===== src/perf_regs.svh =====
// Register offsets, field positions, event codes and timing counts of the perf counter
`ifndef PERF_REGS_SVH
`define PERF_REGS_SVH

`define ADDR_W              8
`define OFS_EVT_SEL         8'h00
`define OFS_COUNT           8'h04
`define OFS_STATUS          8'h08

`define SEL_CODE_LSB        0
`define SEL_UMASK_LSB       8
`define SEL_ENABLE_BIT      16
`define SEL_RESET           32'h0000_0000
`define STAT_THROTTLE_BIT   0
`define STAT_TEMP_BIT       1

`define EVT_THERMAL_TRIP    8'h3b
`define EVT_UNHALTED        8'h3c
`define EVT_L1_READ         8'h40
`define EVT_L1_WRITE        8'h41
`define EVT_L1_LOCK_READ    8'h42
`define UM_CORE_CYCLES      8'h00
`define UM_BUS_CYCLES       8'h01
`define UM_SOLO_BUS         8'h02

`define CLK_PERIOD_NS       8
`define TRIP_SAMPLE_NS      1000000
`define TRIP_SAMPLE_CYCLES  (`TRIP_SAMPLE_NS / `CLK_PERIOD_NS)

`endif


===== src/perf_pkg.sv =====
// Types shared by the perf counter
package perf_pkg;
    typedef enum logic [0:0] {
        TH_NORMAL   = 1'b0,
        TH_THROTTLE = 1'b1
    } thermal_state_t;

    typedef logic [3:0] line_state_t;
endpackage


===== src/core_perf_event_counting.sv =====
// Core performance event counter with thermal trip throttle
//
// Contract
// - Code 3BH counts each rise above trip
// - Throttle on trip, recheck every millisecond
// - 3CH/00H counts core cycles while unhalted
// - 3CH/01H counts bus cycles while unhalted
// - 3CH/02H counts unhalted bus cycles, other halted
// - 40H counts cacheable unlocked reads, state filtered
// - 41H counts cacheable unlocked writes, state filtered
// - 42H counts cacheable locked reads, state filtered
//
// Design decisions made here: the strobed register port and the register addresses.
`timescale 1ns/100ps
`include "perf_regs.svh"

module core_perf_event_counting #(
    parameter int CNT_W        = 32,
    parameter int SAMPLE_CYCLES = `TRIP_SAMPLE_CYCLES
) (
    // Clock and reset
    input  wire logic                 clk_sys,
    input  wire logic                 rst,
    // Register port
    input  wire logic [`ADDR_W-1:0]   reg_addr,
    input  wire logic [31:0]          reg_wdata,
    input  wire logic                 reg_wr,
    input  wire logic                 reg_rd,
    output logic [31:0]               reg_rdata,
    // Core status
    input  wire logic                 temp_above_trip,
    input  wire logic                 core_halted,
    input  wire logic                 other_core_halted,
    input  wire logic                 bus_clk_tick,
    // First-level data cache activity
    input  wire logic                 l1_read,
    input  wire logic                 l1_write,
    input  wire logic                 l1_locked,
    input  wire perf_pkg::line_state_t l1_line_state,
    // Throttle request to clock and voltage control
    output logic                      throttle_req
);
    import perf_pkg::*;

    localparam int TICK_W = $clog2(SAMPLE_CYCLES + 1);

    logic [31:0]      evt_sel_r;
    logic [CNT_W-1:0] count_r;
    logic             temp_prev_r;
    logic [TICK_W-1:0] tick_cnt_r;
    logic             ms_tick_r;
    thermal_state_t   th_state_r;
    logic [31:0]      rdata_nxt;

    wire logic [7:0] sel_code  = evt_sel_r[`SEL_CODE_LSB +: 8];
    wire logic [7:0] sel_umask = evt_sel_r[`SEL_UMASK_LSB +: 8];
    wire logic       sel_en    = evt_sel_r[`SEL_ENABLE_BIT];
    wire logic       trip_rise = temp_above_trip & ~temp_prev_r;
    wire logic       wr_sel    = reg_wr && (reg_addr == `OFS_EVT_SEL);
    wire logic       wr_cnt    = reg_wr && (reg_addr == `OFS_COUNT);
    // Low umask nibble picks the line states that qualify a cache event
    wire logic       state_hit = |(l1_line_state & sel_umask[3:0]);

    // Event match: one source per code, so at most one occurrence a cycle
    logic inc;
    always_comb begin
        inc = 1'b0;
        if (sel_en) begin
            unique case (sel_code)
                `EVT_THERMAL_TRIP: inc = trip_rise;
                `EVT_UNHALTED: begin
                    if (sel_umask == `UM_CORE_CYCLES) begin
                        inc = ~core_halted;
                    end else if (sel_umask == `UM_BUS_CYCLES) begin
                        inc = bus_clk_tick & ~core_halted;
                    end else if (sel_umask == `UM_SOLO_BUS) begin
                        inc = bus_clk_tick & ~core_halted & other_core_halted;
                    end
                end
                `EVT_L1_READ:      inc = l1_read & ~l1_locked & state_hit;
                `EVT_L1_WRITE:     inc = l1_write & ~l1_locked & state_hit;
                `EVT_L1_LOCK_READ: inc = l1_read & l1_locked & state_hit;
                default:           inc = 1'b0;
            endcase
        end
    end

    always_ff @(posedge clk_sys) begin
        if (rst) begin
            evt_sel_r <= `SEL_RESET;
        end else if (wr_sel) begin
            evt_sel_r <= reg_wdata;
        end
    end

    // Software load wins over a same-cycle increment
    always_ff @(posedge clk_sys) begin
        if (rst) begin
            count_r <= '0;
        end else if (wr_cnt) begin
            count_r <= reg_wdata[CNT_W-1:0];
        end else begin
            count_r <= count_r + {{(CNT_W-1){1'b0}}, inc};
        end
    end

    always_ff @(posedge clk_sys) begin
        if (rst) begin
            temp_prev_r <= 1'b0;
        end else begin
            temp_prev_r <= temp_above_trip;
        end
    end

    // Free-running millisecond sampler for the recovery check
    always_ff @(posedge clk_sys) begin
        if (rst) begin
            tick_cnt_r <= '0;
            ms_tick_r  <= 1'b0;
        end else if (tick_cnt_r == TICK_W'(SAMPLE_CYCLES - 1)) begin
            tick_cnt_r <= '0;
            ms_tick_r  <= 1'b1;
        end else begin
            tick_cnt_r <= tick_cnt_r + TICK_W'(1);
            ms_tick_r  <= 1'b0;
        end
    end

    always_ff @(posedge clk_sys) begin
        if (rst) begin
            th_state_r <= TH_NORMAL;
        end else begin
            unique case (th_state_r)
                TH_NORMAL: begin
                    if (trip_rise) begin
                        th_state_r <= TH_THROTTLE;
                    end
                end
                TH_THROTTLE: begin
                    if (ms_tick_r && !temp_above_trip) begin
                        th_state_r <= TH_NORMAL;
                    end
                end
            endcase
        end
    end

    always_ff @(posedge clk_sys) begin
        if (rst) begin
            throttle_req <= 1'b0;
        end else begin
            throttle_req <= (th_state_r == TH_THROTTLE);
        end
    end

    always_comb begin
        rdata_nxt = 32'h0;
        if (reg_rd) begin
            unique case (reg_addr)
                `OFS_EVT_SEL: rdata_nxt = evt_sel_r;
                `OFS_COUNT:   rdata_nxt = 32'(count_r);
                `OFS_STATUS: begin
                    rdata_nxt[`STAT_THROTTLE_BIT] = (th_state_r == TH_THROTTLE);
                    rdata_nxt[`STAT_TEMP_BIT]     = temp_above_trip;
                end
                default:      rdata_nxt = 32'h0;
            endcase
        end
    end

    // Read data stand for exactly the cycle after the strobe
    always_ff @(posedge clk_sys) begin
        if (rst) begin
            reg_rdata <= 32'h0;
        end else begin
            reg_rdata <= rdata_nxt;
        end
    end

    wire logic quiet = !wr_cnt && sel_en;

    a_trip_counts: assert property (@(posedge clk_sys) disable iff (rst)
        quiet && sel_code == `EVT_THERMAL_TRIP && temp_above_trip && !temp_prev_r
        |=> count_r == $past(count_r) + 1)
        else $error("thermal trip not counted");

    a_throttle_enter: assert property (@(posedge clk_sys) disable iff (rst)
        temp_above_trip && !temp_prev_r |=> ##1 throttle_req)
        else $error("trip did not raise throttle");

    a_throttle_recover: assert property (@(posedge clk_sys) disable iff (rst)
        th_state_r == TH_THROTTLE && !temp_above_trip && ms_tick_r |=> ##1 !throttle_req)
        else $error("throttle not released after cool sample");

    a_throttle_hold: assert property (@(posedge clk_sys) disable iff (rst)
        th_state_r == TH_THROTTLE && !ms_tick_r |=> th_state_r == TH_THROTTLE)
        else $error("throttle released between samples");

    a_core_cycles: assert property (@(posedge clk_sys) disable iff (rst)
        quiet && sel_code == `EVT_UNHALTED && sel_umask == `UM_CORE_CYCLES
        |=> count_r == $past(count_r) + ($past(core_halted) ? 0 : 1))
        else $error("core cycle count wrong");

    a_bus_cycles: assert property (@(posedge clk_sys) disable iff (rst)
        quiet && sel_code == `EVT_UNHALTED && sel_umask == `UM_BUS_CYCLES
        && bus_clk_tick && !core_halted |=> count_r == $past(count_r) + 1)
        else $error("bus cycle not counted");

    a_solo_bus: assert property (@(posedge clk_sys) disable iff (rst)
        quiet && sel_code == `EVT_UNHALTED && sel_umask == `UM_SOLO_BUS && !other_core_halted
        |=> count_r == $past(count_r))
        else $error("solo count moved with other core active");

    a_read_count: assert property (@(posedge clk_sys) disable iff (rst)
        quiet && sel_code == `EVT_L1_READ && l1_read && !l1_locked && state_hit
        |=> count_r == $past(count_r) + 1)
        else $error("cacheable read not counted");

    a_write_lock: assert property (@(posedge clk_sys) disable iff (rst)
        quiet && sel_code == `EVT_L1_WRITE && l1_locked |=> count_r == $past(count_r))
        else $error("locked write counted");

    a_lock_read: assert property (@(posedge clk_sys) disable iff (rst)
        quiet && sel_code == `EVT_L1_LOCK_READ && l1_read && l1_locked && state_hit
        |=> count_r == $past(count_r) + 1)
        else $error("locked read not counted");

    a_no_match: assert property (@(posedge clk_sys) disable iff (rst)
        !wr_cnt && (!sel_en || !state_hit && sel_code == `EVT_L1_READ)
        |=> count_r == $past(count_r))
        else $error("count moved without a match");

    c_trip: cover property (@(posedge clk_sys) disable iff (rst) trip_rise ##[1:3] throttle_req);
    c_recover: cover property (@(posedge clk_sys) disable iff (rst)
        $fell(throttle_req));
    c_solo: cover property (@(posedge clk_sys) disable iff (rst)
        sel_code == `EVT_UNHALTED && sel_umask == `UM_SOLO_BUS && inc);
    c_lock: cover property (@(posedge clk_sys) disable iff (rst)
        sel_code == `EVT_L1_LOCK_READ && inc);

endmodule // core_perf_event_counting


===== config.mk =====
export PLATFORM = sky130hd
export DESIGN_NAME = core_perf_event_counting
export DESIGN_NICKNAME = d
export VERILOG_FILES = /design/src/perf_pkg.sv /design/src/core_perf_event_counting.sv
export VERILOG_INCLUDE_DIRS = /design/src /design/src/src
export SDC_FILE = /design/constraint.sdc
export NUM_CORES = 1
export LEC_CHECK = 0
export BUFFER_PORTS_ARGS = -buffer_cell sky130_fd_sc_hd__buf_2
export CAP_MARGIN = 20
export CORE_MARGIN = 3
export CORE_UTILIZATION = 45
export CTS_CLUSTER_DIAMETER = 100
export DETAILED_ROUTE_END_ITERATION = 6
export GPL_ROUTABILITY_DRIVEN = 0
export PLACE_DENSITY = 0.69
export REMOVE_ABC_BUFFERS = 1
export SETUP_SLACK_MARGIN = 0.02
export SLEW_MARGIN = 40
export SYNTH_ARGS = -nofsm -noshare
export SYNTH_HDL_FRONTEND = slang
export SYNTH_SLANG_ARGS = --single-unit

===== constraint.sdc =====
create_clock -name clk_sys -period 3.5 [get_ports clk_sys]
set_input_delay 0.7 -clock clk_sys [delete_from_list [all_inputs] [get_ports clk_sys]]
set_output_delay 0.7 -clock clk_sys [all_outputs]
set_load 0.02 [all_outputs]

==> key figures <==
Pwr
  • Switching fraction of total power: 20.8%
  • Combinational power share: ~3.2%
  • Peak VDD IR: between 0.0002 and 0.00025 V
  • Clock group share of total power: ~54%
  • P_int: about 2.5 mW
  • Reg power frac: a little over two fifths
  • Switching power: about 0.66 mW
  • Pwr Density: approximately 500 nW/um^2
  • Leak: around 2.3 nW

Synthesis
  • Netlist Area Pre-Place: around 5000 um^2
  • EDFF count, synth: 0
  • Post-synthesis sequential area ratio: 46.6%
  • Mapped Cells: ~600
  • Syn avg cell area: 8.36 um^2
  • Async set-or-reset flop fraction in the synthesized netlist: 0%
  • Yosys cell types: 45
  • Count of state elements after synthesis: ~120
  • Number of synthesis warnings: 0
  • Most used DFF post-synth: dfxtp_1

Setup path
  • RR Startpoint: evt_sel_r[1]$_SDFFE_PP0P_
  • Worst setup SP type: flip-flop
  • CP max stage cell: or4_4
  • Critical path required time: roughly 3900 ps
  • Critical Path Max Stage Delay: 610 ps
  • Crit path DAT: around 3900 ps
  • Largest delay share family, worst path: simple AND/OR/NAND/NOR gates
  • CP cell instances: or4b_4 -> nor4_4 -> a21oi_2 -> o31ai_2 -> ha_2 -> buf_6 -> nand4_1 -> or4_4 -> buf_8 -> or4_1 -> a31oi_1
  • Worst Setup End Kind: flip-flop
  • Setup crit start: evt_sel_r[1]$_SDFFE_PP0P_
  • Buf+Inv Stages, Crit Path: 2
  • Critical path class: reg2reg
  • CP max FO: 7

Worst hold path
  • Hold_sp: reg_wdata[8]
  • HP Class: in2reg

Die
  • Io pins: 88
  • Initial cell density of the core: between 40% and 50%
  • Core footprint: around 11000 um^2
  • FP Rows: 37
  • DIE WIDTH: about 110 um
  • Chip height: ~110 um
  • Die Area: around 12000 um^2

Job
  • Max-cap violations: 0

Cells and area
  • Fill count: just over 900
  • Finished Core Util: roughly three fifths
  • Post-route design area: 6370 um^2
  • Layout area overhead: 26.6%
  • Nets@finish: 756
  • Share of cells above drive strength 1: between 20 and 25%
  • Antenna cells: 0

Clock tree
  • Clock sink count: ~120
  • CTS tree: built
  • CTS max path bufs: 2
  • Clk root buf: clkbuf_8
  • Clock-pin slew of the registers on the worst-case setup and hold paths: roughly 50 ps
  • H-tree levels: 4
  • Worst-Skew Late Latency: 510 ps
  • TritonCTS buffer count: 17
  • CTS Hold Bufs: 0

Place
  • Placed wire-length estimate: 9660 um
  • Post-place setup slack: -37.0 ps
  • Area after DPL: ~5700 um^2
  • # port buffers: 87

Detailed routing
  • Iter 0 DRT Violations: 457
  • Number of remaining DRC errors: 0
  • Wire per inst: about 17 um
  • DR vias: roughly 4900
  • Via-per-instance ratio: around 5.8
  • Pre-Repair DR Iteration Count: 7
  • Total Wirelength: 14200 um
  • Antenna Nets Post-Route: 0

STA
  • Tmin final: 3420 ps
  • Fin crit share: a little over nine tenths
  • Final-report max-slew violation count: 0
  • # setup viols final: 0
  • Final hold vios: 0
  • Max-slew headroom: 53.2%
  • RSZ-0062 raised after global routing: true
  • Fmax: just under 300 MHz
  • Final WS setup: around 81 ps
  • Slew @ Worst Pin: 703 ps
  • Fin Clk Skew: 8.49 ps

Global routing
  • M2 GR Usage: between 30% and 40%
  • Global Route Usage Sum: between 20 and 25%
  • First-pass GRT wire length: about 23000 um
  • M1 GR Usage: around 29%
  • Vias in the first global route: about 4600
  • Largest net degree at the start of global routing: 65
  • Grt met3 use: about 5.8%
  • Grt total ovfl: 0
  • GRT busiest layer: met2
  • Initial antenna violation count: 0

Status
  • Status: completed
kinds of logic (layout without fill, tap and decap cells):
group | Yosys count | in the layout | share of synthesized area [%]
adder cells (fa/ha/maj) | 3 | 3 | 0.746
buffers and inverters | 48 | 157 | 3.66
AND/OR/NAND/NOR | 270 | 270 | 26.0
XOR/XNOR | 29 | 29 | 5.05
multiplexers | 7 | 7 | 1.42
AO/OA/AOI/OAI | 128 | 128 | 16.6
flip-flops | 117 | 117 | 46.6
power groups by stage:
stage	Combinational (mW)	Clock, mW	Sequential, mW
detailed placement	0.0991	0	1.38
finish	0.100	1.72	1.35
floorplan	0.0295	0	1.38
global placement	0.0969	0	1.38
CTS	0.0997	1.74	1.35
global route	0.110	1.81	1.35
metrics by stage:
| step | std cells | setup TNS (ps) | hold WS [ps] | power (mW) |
|---|---|---|---|---|
| after global placement | 811 | 0 | 431 | 1.47 |
| after CTS | 843 | 0 | 419 | 3.19 |
| final | 847 | 0 | 442 | 3.17 |
| after detailed placement | 811 | -70.0 | 438 | 1.48 |
| after global routing | 847 | -179 | 428 | 3.27 |
| after floorplan | 565 | 0 | 418 | 1.40 |
synthesized netlist by cell type, types with 11 or more instances:
cell	n	area, um^2
nor4_1	15	93.8
o31ai_1	11	82.6
a22oi_1	30	225
nor2_1	77	289
a211oi_1	17	128
dfxtp_1	117	2340
or4_1	13	97.6
a21oi_1	39	195
clkbuf_1	28	105
nand2_1	82	308
o21ai_0	13	65.1
xnor2_1	20	175
nor3_1	11	55.1
nand3_1	21	105
nand4_1	17	106
layout by cell type (no fill, tap or decap), drive strengths merged, types with 2 or more instances in the layout:
cell type,count
o21ai,13
nor4,15
nand2b,2
a311oi,5
nor2b,8
a21oi,39
a211oi,17
nor2,77
and4,6
xor2,9
or3,5
dfxtp,117
buf,113
or4,13
a22oi,30
ha,3
nand3,22
mux2i,6
a31oi,6
xnor2,20
nand4,18
clkbuf,23
clkinv,7
inv,10
or2,2
nand2,82
bufinv,3
o31ai,11
and3,4
nor3,11
tightest hold or removal path: stages:
cell	delay, ps
buf_2	110
nand2_1	50
a21oi_1	50
path summary, 6_finish.rpt:
check	cells after the start	endpoint	slack, ps
max reg2reg	11	count_r[25]$_SDFF_PP0_	80
min	3	evt_sel_r[8]$_SDFFE_PP0P_	440
max	11	count_r[25]$_SDFF_PP0_	80
min reg2reg	1	tick_cnt_r[0]$_SDFF_PP0_	440
per-layer routing:
metal  vias up  routed length [um]
met2       187                6960
met3        13                 992
met1      2353                6060
met5         -                   0
li1       2351                   -
met4         0                 151
registers in the layout (all words and copies together), names as in the netlist:
register / flops
ms_tick_r: 1
th_state_r: 1
throttle_req: 1
tick_cnt_r: 17
evt_sel_r: 32
reg_rdata: 32
count_r: 32
temp_prev_r: 1
repair_timing:
item / in CTS / in global routing
endpoints found under the setup margin: 0 / 12
hold endpoints to repair: 0 / 0
buffers inserted: 0 / 3
resized for setup: 0 / 14
cell type report:
class / instances / area (um^2) / area share, %
multi-input combinational: 437 / 2550 / 40.1
timing repair buffer: 114 / 667 / 10.5
clock buffer: 22 / 463 / 7.27
sequential: 117 / 2340 / 36.8
tap: 136 / 170 / 2.67
inverter: 11 / 41.3 / 0.649
clock inverter: 10 / 128 / 2.00
No activity file was read; power rests on OpenSTA's default activity.
